==> src/verilog/osfm_cfg.svh <==
// Constants for the superframe sequencer and subcarrier classifier.
// Assumes inclusion by bare name; definitions only.
`ifndef OSFM_CFG_SVH
`define OSFM_CFG_SVH
// Register offsets (word index equals byte address / 1, plain port)
`define OSFM_ADDR_CTRL 4'h0
`define OSFM_ADDR_SECTOR 4'h1
`define OSFM_ADDR_FRAMES 4'h2
`define OSFM_ADDR_BURST 4'h3
`define OSFM_ADDR_GUARD 4'h4
`define OSFM_ADDR_FFT 4'h5
`define OSFM_ADDR_CP 4'h6
`define OSFM_ADDR_SYMS 4'h7
`define OSFM_ADDR_RFRAME 4'h8
`define OSFM_ADDR_TGUARD 4'h9
`define OSFM_ADDR_STAT0 4'hA
`define OSFM_ADDR_STAT1 4'hB
// Control fields
`define OSFM_CTRL_EN_BIT 0
`define OSFM_CTRL_TDD_BIT 1
`define OSFM_CTRL_MC_BIT 2
// Reset values
`define OSFM_RST_FFT 13'h0200
`define OSFM_RST_NCAR 4'h1
`define OSFM_RST_FRAMES 6'h18
`define OSFM_RST_FLB 6'h01
`define OSFM_RST_RLB 6'h01
`define OSFM_RST_GUARD 12'h040
`define OSFM_RST_GPR 12'h040
`define OSFM_RST_CP 12'h040
`define OSFM_RST_CPPR 12'h040
`define OSFM_RST_WGI 12'h010
`define OSFM_RST_NPRE 4'h8
`define OSFM_RST_NSYM 4'h8
`define OSFM_RST_RFLEN 16'h1000
`define OSFM_RST_TGF 16'h0100
`define OSFM_RST_TGR 16'h0100
`endif

==> src/verilog/osfm_pkg.sv <==
// Types shared by the sequencer and its helpers.
// Assumes osfm_cfg.svh is on the include path.
package osfm_pkg;
	typedef enum logic [2:0] {
		OSFM_PRE,
		OSFM_FWD,
		OSFM_MUTE_RL,
		OSFM_MUTE_GF
	} osfm_phase_e;
	typedef logic [11:0] osfm_sector_t;
endpackage : osfm_pkg

==> src/verilog/osfm_symtimer.sv <==
// Chip counter over one OFDM symbol: data + prefix + one windowed guard.
// Assumes the length inputs are held stable while running.
`timescale 1ns/1ps
module osfm_symtimer import osfm_pkg::*; (
	input wire logic ref_clk,
	input wire logic rst,
	input wire logic run,
	input wire logic [12:0] fft_len,
	input wire logic [11:0] cp_len,
	input wire logic [11:0] wgi_len,
	output logic [15:0] chip,
	output logic in_data,
	output logic sym_end
);
	logic [15:0] next_chip;
	logic [15:0] sym_len;
	////////////////////////////////////////////////////////////////
	// Symbol length and the data window after the prefix
	always_comb begin
		sym_len = 16'({3'h0, fft_len}) + 16'({4'h0, cp_len}) + 16'({4'h0, wgi_len});
		sym_end = run && (chip == sym_len - 16'h0001);
		in_data = run && (chip >= 16'({4'h0, cp_len})) && (chip < 16'({4'h0, cp_len}) + 16'({3'h0, fft_len}));
		next_chip = chip;
		if (!run) begin
			next_chip = 16'h0000;
		end else if (sym_end) begin
			next_chip = 16'h0000;
		end else begin
			next_chip = chip + 16'h0001;
		end
	end
	always_ff @(posedge ref_clk) begin
		if (rst) begin
			chip <= 16'h0000;
		end else begin
			chip <= next_chip;
		end
	end
endmodule : osfm_symtimer

==> src/verilog/osfm_classify.sv <==
// Combinational subcarrier classifier: carrier number, local index, guard
// and quasi-guard flags. Assumes carrier count is a power of two.
`timescale 1ns/1ps
module osfm_classify import osfm_pkg::*; (
	input wire logic [12:0] sc,
	input wire logic [12:0] fft_len,
	input wire logic [3:0] ncar_log2,
	input wire logic multi_carrier_enabled,
	input wire logic preamble,
	input wire logic [11:0] guard_pr,
	input wire logic [11:0] guard_fr,
	output logic [3:0] carrier_number,
	output logic [12:0] local_sc,
	output logic is_guard,
	output logic is_qguard
);
	logic [12:0] csize;
	logic [12:0] half;
	logic [12:0] qlo;
	logic [12:0] qhi;
	logic [12:0] off;
	////////////////////////////////////////////////////////////////
	// Carrier split and boundary distance
	always_comb begin
		csize = multi_carrier_enabled ? (fft_len >> ncar_log2) : fft_len;
		carrier_number = multi_carrier_enabled ? 4'((sc >> ncar_log2 == 13'h0000) ? 13'h0000 : (sc / csize)) : 4'h0;
		local_sc = sc - 13'(carrier_number * csize);
		half = preamble ? 13'({1'b0, guard_pr} >> 1) : 13'({1'b0, guard_fr} >> 1);
		is_guard = (sc < half) || (sc >= fft_len - half);
		// Preamble quasi-guard spans the full count each side, frames half
		qlo = preamble ? 13'({1'b0, guard_pr}) : half;
		qhi = qlo;
		off = local_sc;
		is_qguard = multi_carrier_enabled && !is_guard && (((off < qhi) && (carrier_number != 4'h0)) ||
			((off >= csize - qlo) && (32'(carrier_number) + 1 < (32'h1 << ncar_log2))));
	end
endmodule : osfm_classify

==> src/verilog/osfm_superframe.sv <==
// Superframe sequencer and subcarrier mapper for a sector transmitter.
// Assumes a register master with one-cycle strobes and read data one cycle later.
`timescale 1ns/1ps
`include "osfm_cfg.svh"
module osfm_superframe import osfm_pkg::*; (
	input wire logic ref_clk,
	input wire logic rst,
	input wire logic [3:0] reg_addr,
	input wire logic [31:0] reg_wdata,
	input wire logic reg_wr,
	input wire logic reg_rd,
	output logic [31:0] reg_rdata,
	output logic sf_start,
	output logic [31:0] sf_index,
	output logic [11:0] superframe_phase_value,
	output logic in_preamble,
	output logic fwd_active,
	output logic mute,
	output logic [5:0] frame_number,
	output logic [3:0] symbol_number,
	output logic [12:0] subcarrier,
	output logic [3:0] carrier_number,
	output logic [12:0] local_subcarrier,
	output logic sc_valid,
	output logic sc_guard,
	output logic sc_qguard,
	output logic sc_usable,
	output logic sc_zero
);
	// Configuration
	logic enable;
	logic tdd_mode;
	logic multi_carrier_enabled;
	osfm_sector_t sector_identifier;
	logic [5:0] frame_total;
	logic [5:0] forward_burst_frame_count;
	logic [5:0] reverse_burst_frame_count;
	logic [11:0] guard_count_parameter;
	logic [11:0] preamble_guard_count;
	logic [12:0] transform_size;
	logic [3:0] ncar_log2;
	logic [11:0] cyclic_prefix_parameter;
	logic [11:0] prefix_pr;
	logic [11:0] windowed_guard_time;
	logic [3:0] pre_syms;
	logic [3:0] frame_syms;
	logic [15:0] rframe_len;
	logic [15:0] tg_fwd;
	logic [15:0] tg_rev;
	// Sequencer state
	osfm_phase_e phase, next_phase;
	logic [31:0] next_sf_index;
	logic [5:0] next_frame_number;
	logic [5:0] burst_cnt, next_burst_cnt;
	logic [5:0] rl_cnt, next_rl_cnt;
	logic [3:0] next_symbol_number;
	logic [15:0] mute_cnt, next_mute_cnt;
	logic next_sf_start;
	logic [31:0] next_rdata;
	// Timer and classifier wires
	logic run;
	logic [15:0] chip;
	logic in_data;
	logic sym_end;
	logic [12:0] cur_sc;
	logic [3:0] cls_car;
	logic [12:0] cls_local;
	logic cls_guard;
	logic cls_qguard;

	function automatic logic [11:0] phase_of(input logic [11:0] sec, input logic [31:0] idx);
		phase_of = sec + idx[11:0];
	endfunction : phase_of

	////////////////////////////////////////////////////////////////
	// Register writes; the first field of each word sits in its low bits
	always_ff @(posedge ref_clk) begin
		if (rst) begin
			enable <= 1'b0;
			tdd_mode <= 1'b0;
			multi_carrier_enabled <= 1'b0;
			sector_identifier <= 12'h000;
			frame_total <= `OSFM_RST_FRAMES;
			forward_burst_frame_count <= `OSFM_RST_FLB;
			reverse_burst_frame_count <= `OSFM_RST_RLB;
			guard_count_parameter <= `OSFM_RST_GUARD;
			preamble_guard_count <= `OSFM_RST_GPR;
			transform_size <= `OSFM_RST_FFT;
			ncar_log2 <= 4'h0;
			cyclic_prefix_parameter <= `OSFM_RST_CP;
			prefix_pr <= `OSFM_RST_CPPR;
			windowed_guard_time <= `OSFM_RST_WGI;
			pre_syms <= `OSFM_RST_NPRE;
			frame_syms <= `OSFM_RST_NSYM;
			rframe_len <= `OSFM_RST_RFLEN;
			tg_fwd <= `OSFM_RST_TGF;
			tg_rev <= `OSFM_RST_TGR;
		end else if (reg_wr) begin
			case (reg_addr)
				`OSFM_ADDR_CTRL: begin
					enable <= reg_wdata[`OSFM_CTRL_EN_BIT];
					tdd_mode <= reg_wdata[`OSFM_CTRL_TDD_BIT];
					multi_carrier_enabled <= reg_wdata[`OSFM_CTRL_MC_BIT];
					ncar_log2 <= reg_wdata[7:4];
				end
				`OSFM_ADDR_SECTOR: sector_identifier <= reg_wdata[11:0];
				`OSFM_ADDR_FRAMES: frame_total <= reg_wdata[5:0];
				`OSFM_ADDR_BURST: begin
					forward_burst_frame_count <= reg_wdata[5:0];
					reverse_burst_frame_count <= reg_wdata[13:8];
				end
				`OSFM_ADDR_GUARD: begin
					guard_count_parameter <= reg_wdata[11:0];
					preamble_guard_count <= reg_wdata[27:16];
				end
				`OSFM_ADDR_FFT: transform_size <= reg_wdata[12:0];
				`OSFM_ADDR_CP: begin
					cyclic_prefix_parameter <= reg_wdata[11:0];
					prefix_pr <= reg_wdata[27:16];
				end
				`OSFM_ADDR_SYMS: begin
					pre_syms <= reg_wdata[3:0];
					frame_syms <= reg_wdata[7:4];
					windowed_guard_time <= reg_wdata[27:16];
				end
				`OSFM_ADDR_RFRAME: rframe_len <= reg_wdata[15:0];
				`OSFM_ADDR_TGUARD: begin
					tg_fwd <= reg_wdata[15:0];
					tg_rev <= reg_wdata[31:16];
				end
				default: begin
				end
			endcase
		end
	end

	////////////////////////////////////////////////////////////////
	// Read mux; unmapped addresses answer zero
	always_comb begin
		next_rdata = 32'h00000000;
		if (reg_rd) begin
			case (reg_addr)
				`OSFM_ADDR_CTRL: next_rdata = {24'h000000, ncar_log2, 1'b0, multi_carrier_enabled, tdd_mode, enable};
				`OSFM_ADDR_SECTOR: next_rdata = {20'h00000, sector_identifier};
				`OSFM_ADDR_FRAMES: next_rdata = {26'h0000000, frame_total};
				`OSFM_ADDR_BURST: next_rdata = {18'h00000, reverse_burst_frame_count, 2'h0, forward_burst_frame_count};
				`OSFM_ADDR_GUARD: next_rdata = {4'h0, preamble_guard_count, 4'h0, guard_count_parameter};
				`OSFM_ADDR_FFT: next_rdata = {19'h00000, transform_size};
				`OSFM_ADDR_CP: next_rdata = {4'h0, prefix_pr, 4'h0, cyclic_prefix_parameter};
				`OSFM_ADDR_SYMS: next_rdata = {4'h0, windowed_guard_time, 8'h00, frame_syms, pre_syms};
				`OSFM_ADDR_RFRAME: next_rdata = {16'h0000, rframe_len};
				`OSFM_ADDR_TGUARD: next_rdata = {tg_rev, tg_fwd};
				`OSFM_ADDR_STAT0: next_rdata = sf_index;
				`OSFM_ADDR_STAT1: next_rdata = {10'h000, mute, in_preamble, symbol_number, frame_number,
					superframe_phase_value[9:0]};
				default: next_rdata = 32'h00000000;
			endcase
		end
	end

	////////////////////////////////////////////////////////////////
	// Symbol timer; mute intervals keep it idle, prefix differs in preamble
	assign run = enable && (phase == OSFM_PRE || phase == OSFM_FWD);
	osfm_symtimer u_timer (
		.ref_clk(ref_clk),
		.rst(rst),
		.run(run),
		.fft_len(transform_size),
		.cp_len(phase == OSFM_PRE ? prefix_pr : cyclic_prefix_parameter),
		.wgi_len(windowed_guard_time),
		.chip(chip),
		.in_data(in_data),
		.sym_end(sym_end)
	);

	// Subcarrier index during the data part of a symbol
	assign cur_sc = 13'(chip - 16'({4'h0, (phase == OSFM_PRE ? prefix_pr : cyclic_prefix_parameter)}));

	osfm_classify u_class (
		.sc(cur_sc),
		.fft_len(transform_size),
		.ncar_log2(ncar_log2),
		.multi_carrier_enabled(multi_carrier_enabled),
		.preamble(phase == OSFM_PRE),
		.guard_pr(preamble_guard_count),
		.guard_fr(guard_count_parameter),
		.carrier_number(cls_car),
		.local_sc(cls_local),
		.is_guard(cls_guard),
		.is_qguard(cls_qguard)
	);

	////////////////////////////////////////////////////////////////
	// Superframe sequencer: preamble, frames, TDD mutes
	always_comb begin
		next_phase = phase;
		next_sf_index = sf_index;
		next_frame_number = frame_number;
		next_burst_cnt = burst_cnt;
		next_rl_cnt = rl_cnt;
		next_symbol_number = symbol_number;
		next_mute_cnt = mute_cnt;
		next_sf_start = 1'b0;
		case (phase)
			OSFM_PRE: begin
				if (sym_end) begin
					if (symbol_number == pre_syms - 4'h1) begin
						next_phase = OSFM_FWD;
						next_symbol_number = 4'h0;
						next_frame_number = 6'h00;
						next_burst_cnt = 6'h00;
					end else begin
						next_symbol_number = symbol_number + 4'h1;
					end
				end
			end
			OSFM_FWD: begin
				if (sym_end) begin
					next_symbol_number = symbol_number + 4'h1;
					if (symbol_number == frame_syms - 4'h1) begin
						next_symbol_number = 4'h0;
						next_burst_cnt = burst_cnt + 6'h01;
						if (frame_number == frame_total - 6'h01) begin
							// Last frame closes the superframe
							next_phase = OSFM_PRE;
							next_sf_index = sf_index + 32'h00000001;
							next_sf_start = 1'b1;
						end else begin
							next_frame_number = frame_number + 6'h01;
							if (tdd_mode && (burst_cnt + 6'h01 == forward_burst_frame_count)) begin
								next_phase = OSFM_MUTE_RL;
								next_rl_cnt = 6'h00;
								next_mute_cnt = 16'h0000;
							end
						end
					end
				end
			end
			OSFM_MUTE_RL: begin
				// Reverse frames first, each rframe_len chips
				next_mute_cnt = mute_cnt + 16'h0001;
				if (mute_cnt == rframe_len - 16'h0001) begin
					next_mute_cnt = 16'h0000;
					next_rl_cnt = rl_cnt + 6'h01;
					if (rl_cnt + 6'h01 == reverse_burst_frame_count) begin
						next_phase = OSFM_MUTE_GF;
					end
				end
			end
			OSFM_MUTE_GF: begin
				// Both switching guards end the mute
				next_mute_cnt = mute_cnt + 16'h0001;
				if (mute_cnt == tg_fwd + tg_rev - 16'h0001) begin
					next_phase = OSFM_FWD;
					next_burst_cnt = 6'h00;
					next_mute_cnt = 16'h0000;
				end
			end
			default: next_phase = OSFM_PRE;
		endcase
	end

	always_ff @(posedge ref_clk) begin
		if (rst) begin
			phase <= OSFM_PRE;
			sf_index <= 32'h00000000;
			frame_number <= 6'h00;
			burst_cnt <= 6'h00;
			rl_cnt <= 6'h00;
			symbol_number <= 4'h0;
			mute_cnt <= 16'h0000;
			sf_start <= 1'b0;
			reg_rdata <= 32'h00000000;
		end else begin
			phase <= next_phase;
			sf_index <= next_sf_index;
			frame_number <= next_frame_number;
			burst_cnt <= next_burst_cnt;
			rl_cnt <= next_rl_cnt;
			symbol_number <= next_symbol_number;
			mute_cnt <= next_mute_cnt;
			sf_start <= next_sf_start;
			reg_rdata <= next_rdata;
		end
	end

	////////////////////////////////////////////////////////////////
	// Registered per-subcarrier outputs, one cycle behind the chip count
	always_ff @(posedge ref_clk) begin
		if (rst) begin
			superframe_phase_value <= 12'h000;
			in_preamble <= 1'b1;
			fwd_active <= 1'b0;
			mute <= 1'b0;
			subcarrier <= 13'h0000;
			carrier_number <= 4'h0;
			local_subcarrier <= 13'h0000;
			sc_valid <= 1'b0;
			sc_guard <= 1'b0;
			sc_qguard <= 1'b0;
			sc_usable <= 1'b0;
			sc_zero <= 1'b0;
		end else begin
			superframe_phase_value <= phase_of(sector_identifier, sf_index);
			in_preamble <= (phase == OSFM_PRE);
			fwd_active <= (phase == OSFM_FWD);
			mute <= (phase == OSFM_MUTE_RL) || (phase == OSFM_MUTE_GF);
			subcarrier <= cur_sc;
			carrier_number <= cls_car;
			local_subcarrier <= cls_local;
			sc_valid <= in_data;
			sc_guard <= in_data && cls_guard;
			sc_qguard <= in_data && cls_qguard;
			sc_usable <= in_data && !cls_guard && !cls_qguard;
			sc_zero <= in_data && (cls_guard || cls_qguard);
		end
	end
endmodule : osfm_superframe

==> config.mk <==
export PLATFORM = sky130hd
export DESIGN_NAME = osfm_superframe
export DESIGN_NICKNAME = d
export VERILOG_FILES = /design/src/verilog/osfm_pkg.sv /design/src/verilog/osfm_symtimer.sv /design/src/verilog/osfm_classify.sv /design/src/verilog/osfm_superframe.sv
export VERILOG_INCLUDE_DIRS = /design/src /design/src/verilog
export SDC_FILE = /design/constraint.sdc
export NUM_CORES = 1
export LEC_CHECK = 0
export ABC_AREA = 1
export ABC_CLOCK_PERIOD_IN_PS = 21400
export BUFFER_PORTS_ARGS = -buffer_cell sky130_fd_sc_hd__buf_2
export CAP_MARGIN = 5
export CORE_MARGIN = 2
export CORE_UTILIZATION = 45
export DETAILED_ROUTE_END_ITERATION = 10
export SYNTH_ARGS = -nofsm -noshare
export SYNTH_HDL_FRONTEND = slang
export SYNTH_SLANG_ARGS = --single-unit
==> constraint.sdc <==
create_clock -name ref_clk -period 21.4 [get_ports ref_clk]
set_input_delay 1.07 -clock ref_clk [delete_from_list [all_inputs] [get_ports ref_clk]]
set_output_delay 1.07 -clock ref_clk [all_outputs]
set_load 0.1 [all_outputs]
==> results.toml <==
[detailed_routing]
drt_pass1_iterations = 8
avgRoutedWirePerCell_um = 18.7
wirelength_um = 105000
final_antenna_net_count = 0
drcViolationCount = 0
via_per_inst = 5.33
drtIter0Drc = 2345
num_vias = 30000

[power_and_ir_drop]
power_density_mw_per_mm2 = 89.4
seqPwrFrac = 0.200
switchingPower_w = 0.00128
clkPwrFrac = 0.213
power_leakage_nw = 16.9
irDropWorstVdd_v = 0.000126
p_comb_frac = 0.587
internal_power_w = 0.00197
netSwitchingFraction = 0.394
total_power_w = 0.00325

[die]
core_area_mm2 = 0.0616
die_w_um = 253
ios = 165
start_util = 0.454
dieArea_mm2 = 0.0642
die_h_um = 253
placementRows = 91

[placement]
hpwlAfterDp_um = 80300
place_congestion = 0.995
place_area_mm2 = 0.0328
io_buffers = 164
dp_cells = 5419
post-place-ws_ns = -1.45

[yosys]
synth_ff_type = "dfxtp_1"
netlist_instances = 4122
synth_compound_area_frac = 0.182
muxShareOfSynthArea = 0.000358
ys_types = 72
yosys.area_share.simple = 0.243
ys_seq_elements = 337
synth_edf_count = 0
synth_top_family_by_area = "simple AND/OR/NAND/NOR gates"
synth-seq-area-share = 0.241
syn_nets = 4481
syn_avg_cell_area_um2 = 6.79
ys_warn_count = 0
synth-xor-area-share = 0.0777
synth.cell_area_mm2 = 0.0280
synth_fa_ha_area_frac = 0.152
ys_async_sr_fraction = 0

[sta]
fmax_ghz = 0.0448
maxSlewViolCount = 0
timing.final.crit_share = 1.04
fin_skew_ns = 0.0229
max_slew.worst_pin.slew_ns = 1.17
fin_crit_ns = 22.33
hold_viol = 0
fin_ws_ns = -0.926
finalSetupTns_ns = -3.42
setup_violations = 6
rsz0062_at_grt = "true"
slew_headroom = 0.223

[global_route]
grt_max_degree = 98
grtUsageMet1 = 0.395
grt-busiest-layer = "met2"
antenna_found_initial = 2
grt_overflow = 0
grt_pass1_wl_um = 158000
met2_usage = 0.536
groute.layer.met3.usage = 0.0384
grt_pass1_vias = 27600
grtUsageTotal = 0.317

[final_layout]
drive_gt1_frac = 0.239
fillCellCount = 5893
nets = 5122
area_growth_pct = 30.0
layout.cells.non_filler = 5631
multi_input_area_mm2 = 0.0198
fin_area_mm2 = 0.0364
register_area_mm2 = 0.00675

[worst_setup_path]
start_kind = "flip-flop"
r2r_slack_ns = -0.93
crit_fanout = 10
worstSetupEndpointType = "flip-flop"
crit_type = "flip-flop to flip-flop"
crit_arrival_ns = 22.82
cp.required_ns = 21.90
critical_path.max_stage_delay_ns = 0.52
slowest_stage = "fa_1"
cpMostUsedCell = "nand2_2"

[cts]
hold_buffers = 0
numCtsBuffers = 39
htree_num_levels = 2
clk_path_buf_depth = 3
insertion_delay_ns = 0.56
cts-root-buf = "clkbuf_16"
numClockSinks = 337
clk_pin_slew_ns = 0.06
cts_tree = "built"

[flow_run]
drv_cap = 0

[status]
violations = "negative setup slack"
run_status = "finished with violations"

[worst_hold_path]
hp-class = "flip-flop to flip-flop"
-- registers in the layout, summed over array words and instances, names as in the netlist, 13 cells and up --
register,count
local_subcarrier,13
reg_rdata,32
sf_index,32
rframe_len,16
tg_rev,16
mute_cnt,16
u_timer.chip,16
transform_size,13
subcarrier,13
tg_fwd,16
-- worst paths after layout --
| path | depth (start not counted) | start | end |
|---|---|---|---|
| max | 176 | phase[0] | sc_zero |
| min | 2 | guard_count_parameter[0] | guard_count_parameter[0] |
| min reg2reg | 2 | guard_count_parameter[0] | guard_count_parameter[0] |
| max reg2reg | 176 | phase[0] | sc_zero |
-- power groups by stage --
stage / clock network [W] / registers, W / logic, W
global route: 0.000726 / 0.000651 / 0.00210
floorplan: 0 / 0.000718 / 0.000922
detailed placement: 0 / 0.000664 / 0.00150
global placement: 0 / 0.000664 / 0.00150
finish: 0.000694 / 0.000650 / 0.00191
CTS: 0.000702 / 0.000650 / 0.00168
-- worst max-delay path, delay by kind of cell, from the launching register on --
family                   cells  cell delay, ns
buffers and inverters       34            3.44
AND/OR/NAND/NOR             77            6.83
adder cells (fa/ha/maj)     17            4.81
multiplexers                 1            0.28
AO/OA/AOI/OAI               47            6.46
flip-flops                   1            0.38
-- logic make-up (layout without fill, tap and decap cells) --
logic type / Yosys count / in the layout
buffers and inverters: 743 / 1411
and+or+nand+nor: 1579 / 1582
DFF: 337 / 337
xor gates and xnor gates: 241 / 241
AOI/OAI and AO/OA: 902 / 902
muxes: 1 / 1
adders and majority gates: 319 / 319
other: 0 / 1
-- layer usage --
metal  wire, um  part of all wire
met3       6420             0.061
met2      49400              0.47
met1      43100              0.41
met5         19           0.00018
met4       6400             0.061
-- cells in the mapped netlist (9+ instances only) --
| library cell | instances | area share |
|---|---|---|
| nand4_1 | 57 | 0.013 |
| o211ai_1 | 11 | 0.0030 |
| o21ai_1 | 21 | 0.0038 |
| nand2_1 | 769 | 0.10 |
| o21ai_0 | 259 | 0.046 |
| nand3b_1 | 10 | 0.0027 |
| a221oi_1 | 34 | 0.011 |
| dfxtp_1 | 337 | 0.24 |
| fa_1 | 36 | 0.026 |
| nor4_1 | 13 | 0.0029 |
| or2_2 | 19 | 0.0042 |
| nand2_2 | 16 | 0.0036 |
| o21ai_2 | 9 | 0.0028 |
| ha_1 | 283 | 0.13 |
| nand3_1 | 214 | 0.038 |
| xor2_1 | 162 | 0.051 |
| nor3_1 | 69 | 0.012 |
| xnor2_1 | 72 | 0.023 |
| and2_1 | 10 | 0.0022 |
| o21bai_1 | 20 | 0.0054 |
| a211oi_1 | 11 | 0.0030 |
| a21oi_2 | 10 | 0.0031 |
| a21o_1 | 17 | 0.0046 |
| a21oi_1 | 403 | 0.072 |
| o22ai_1 | 51 | 0.011 |
| nor2_1 | 367 | 0.049 |
| inv_2 | 9 | 0.0012 |
| buf_6 | 11 | 0.0044 |
| inv_1 | 600 | 0.080 |
| clkinv_1 | 9 | 0.0012 |
| clkbuf_1 | 100 | 0.013 |
-- layout make-up --
| cell class | instances | area share |
|---|---|---|
| multi-input cells | 3045 | 0.544 |
| flip-flops and latches | 337 | 0.186 |
| repair buffers | 720 | 0.141 |
| inverters | 620 | 0.0645 |
| clock buffers | 52 | 0.0299 |
| well taps | 837 | 0.0288 |
| clock inverters | 19 | 0.00581 |
| diodes | 1 | 0.0000688 |
-- layout by cell type, fill, tap and decap left out, drive strengths merged, types with 17 or more instances in the layout --
cell	instances
fa	36
xor2	167
a221oi	34
nor2	380
inv	612
a21o	17
o21ai	289
a21oi	413
buf	720
xnor2	74
ha	283
nand3	219
nand4	59
dfxtp	337
nor3	72
or2	21
o21bai	20
nand2	785
clkinv	21
o22ai	51
clkbuf	52
-- timing repair --
action                                  in CTS  in global routing
pin swaps                                  133                157
gates cloned                                 3                  1
endpoints found under the setup margin      10                 16
setup buffers                              103                 44
resized for setup                          122                194
-- metrics by stage --
| stage | hold WS [ns] | utilization |
|---|---|---|
| floorplan | 0.430 | - |
| detailed placement | 0.445 | 0.532 |
| finish | 0.456 | 0.591 |
| CTS | 0.453 | 0.573 |
| global placement | 0.441 | 0.532 |
| global route | 0.483 | 0.591 |
(Power assumes the default switching activity.)
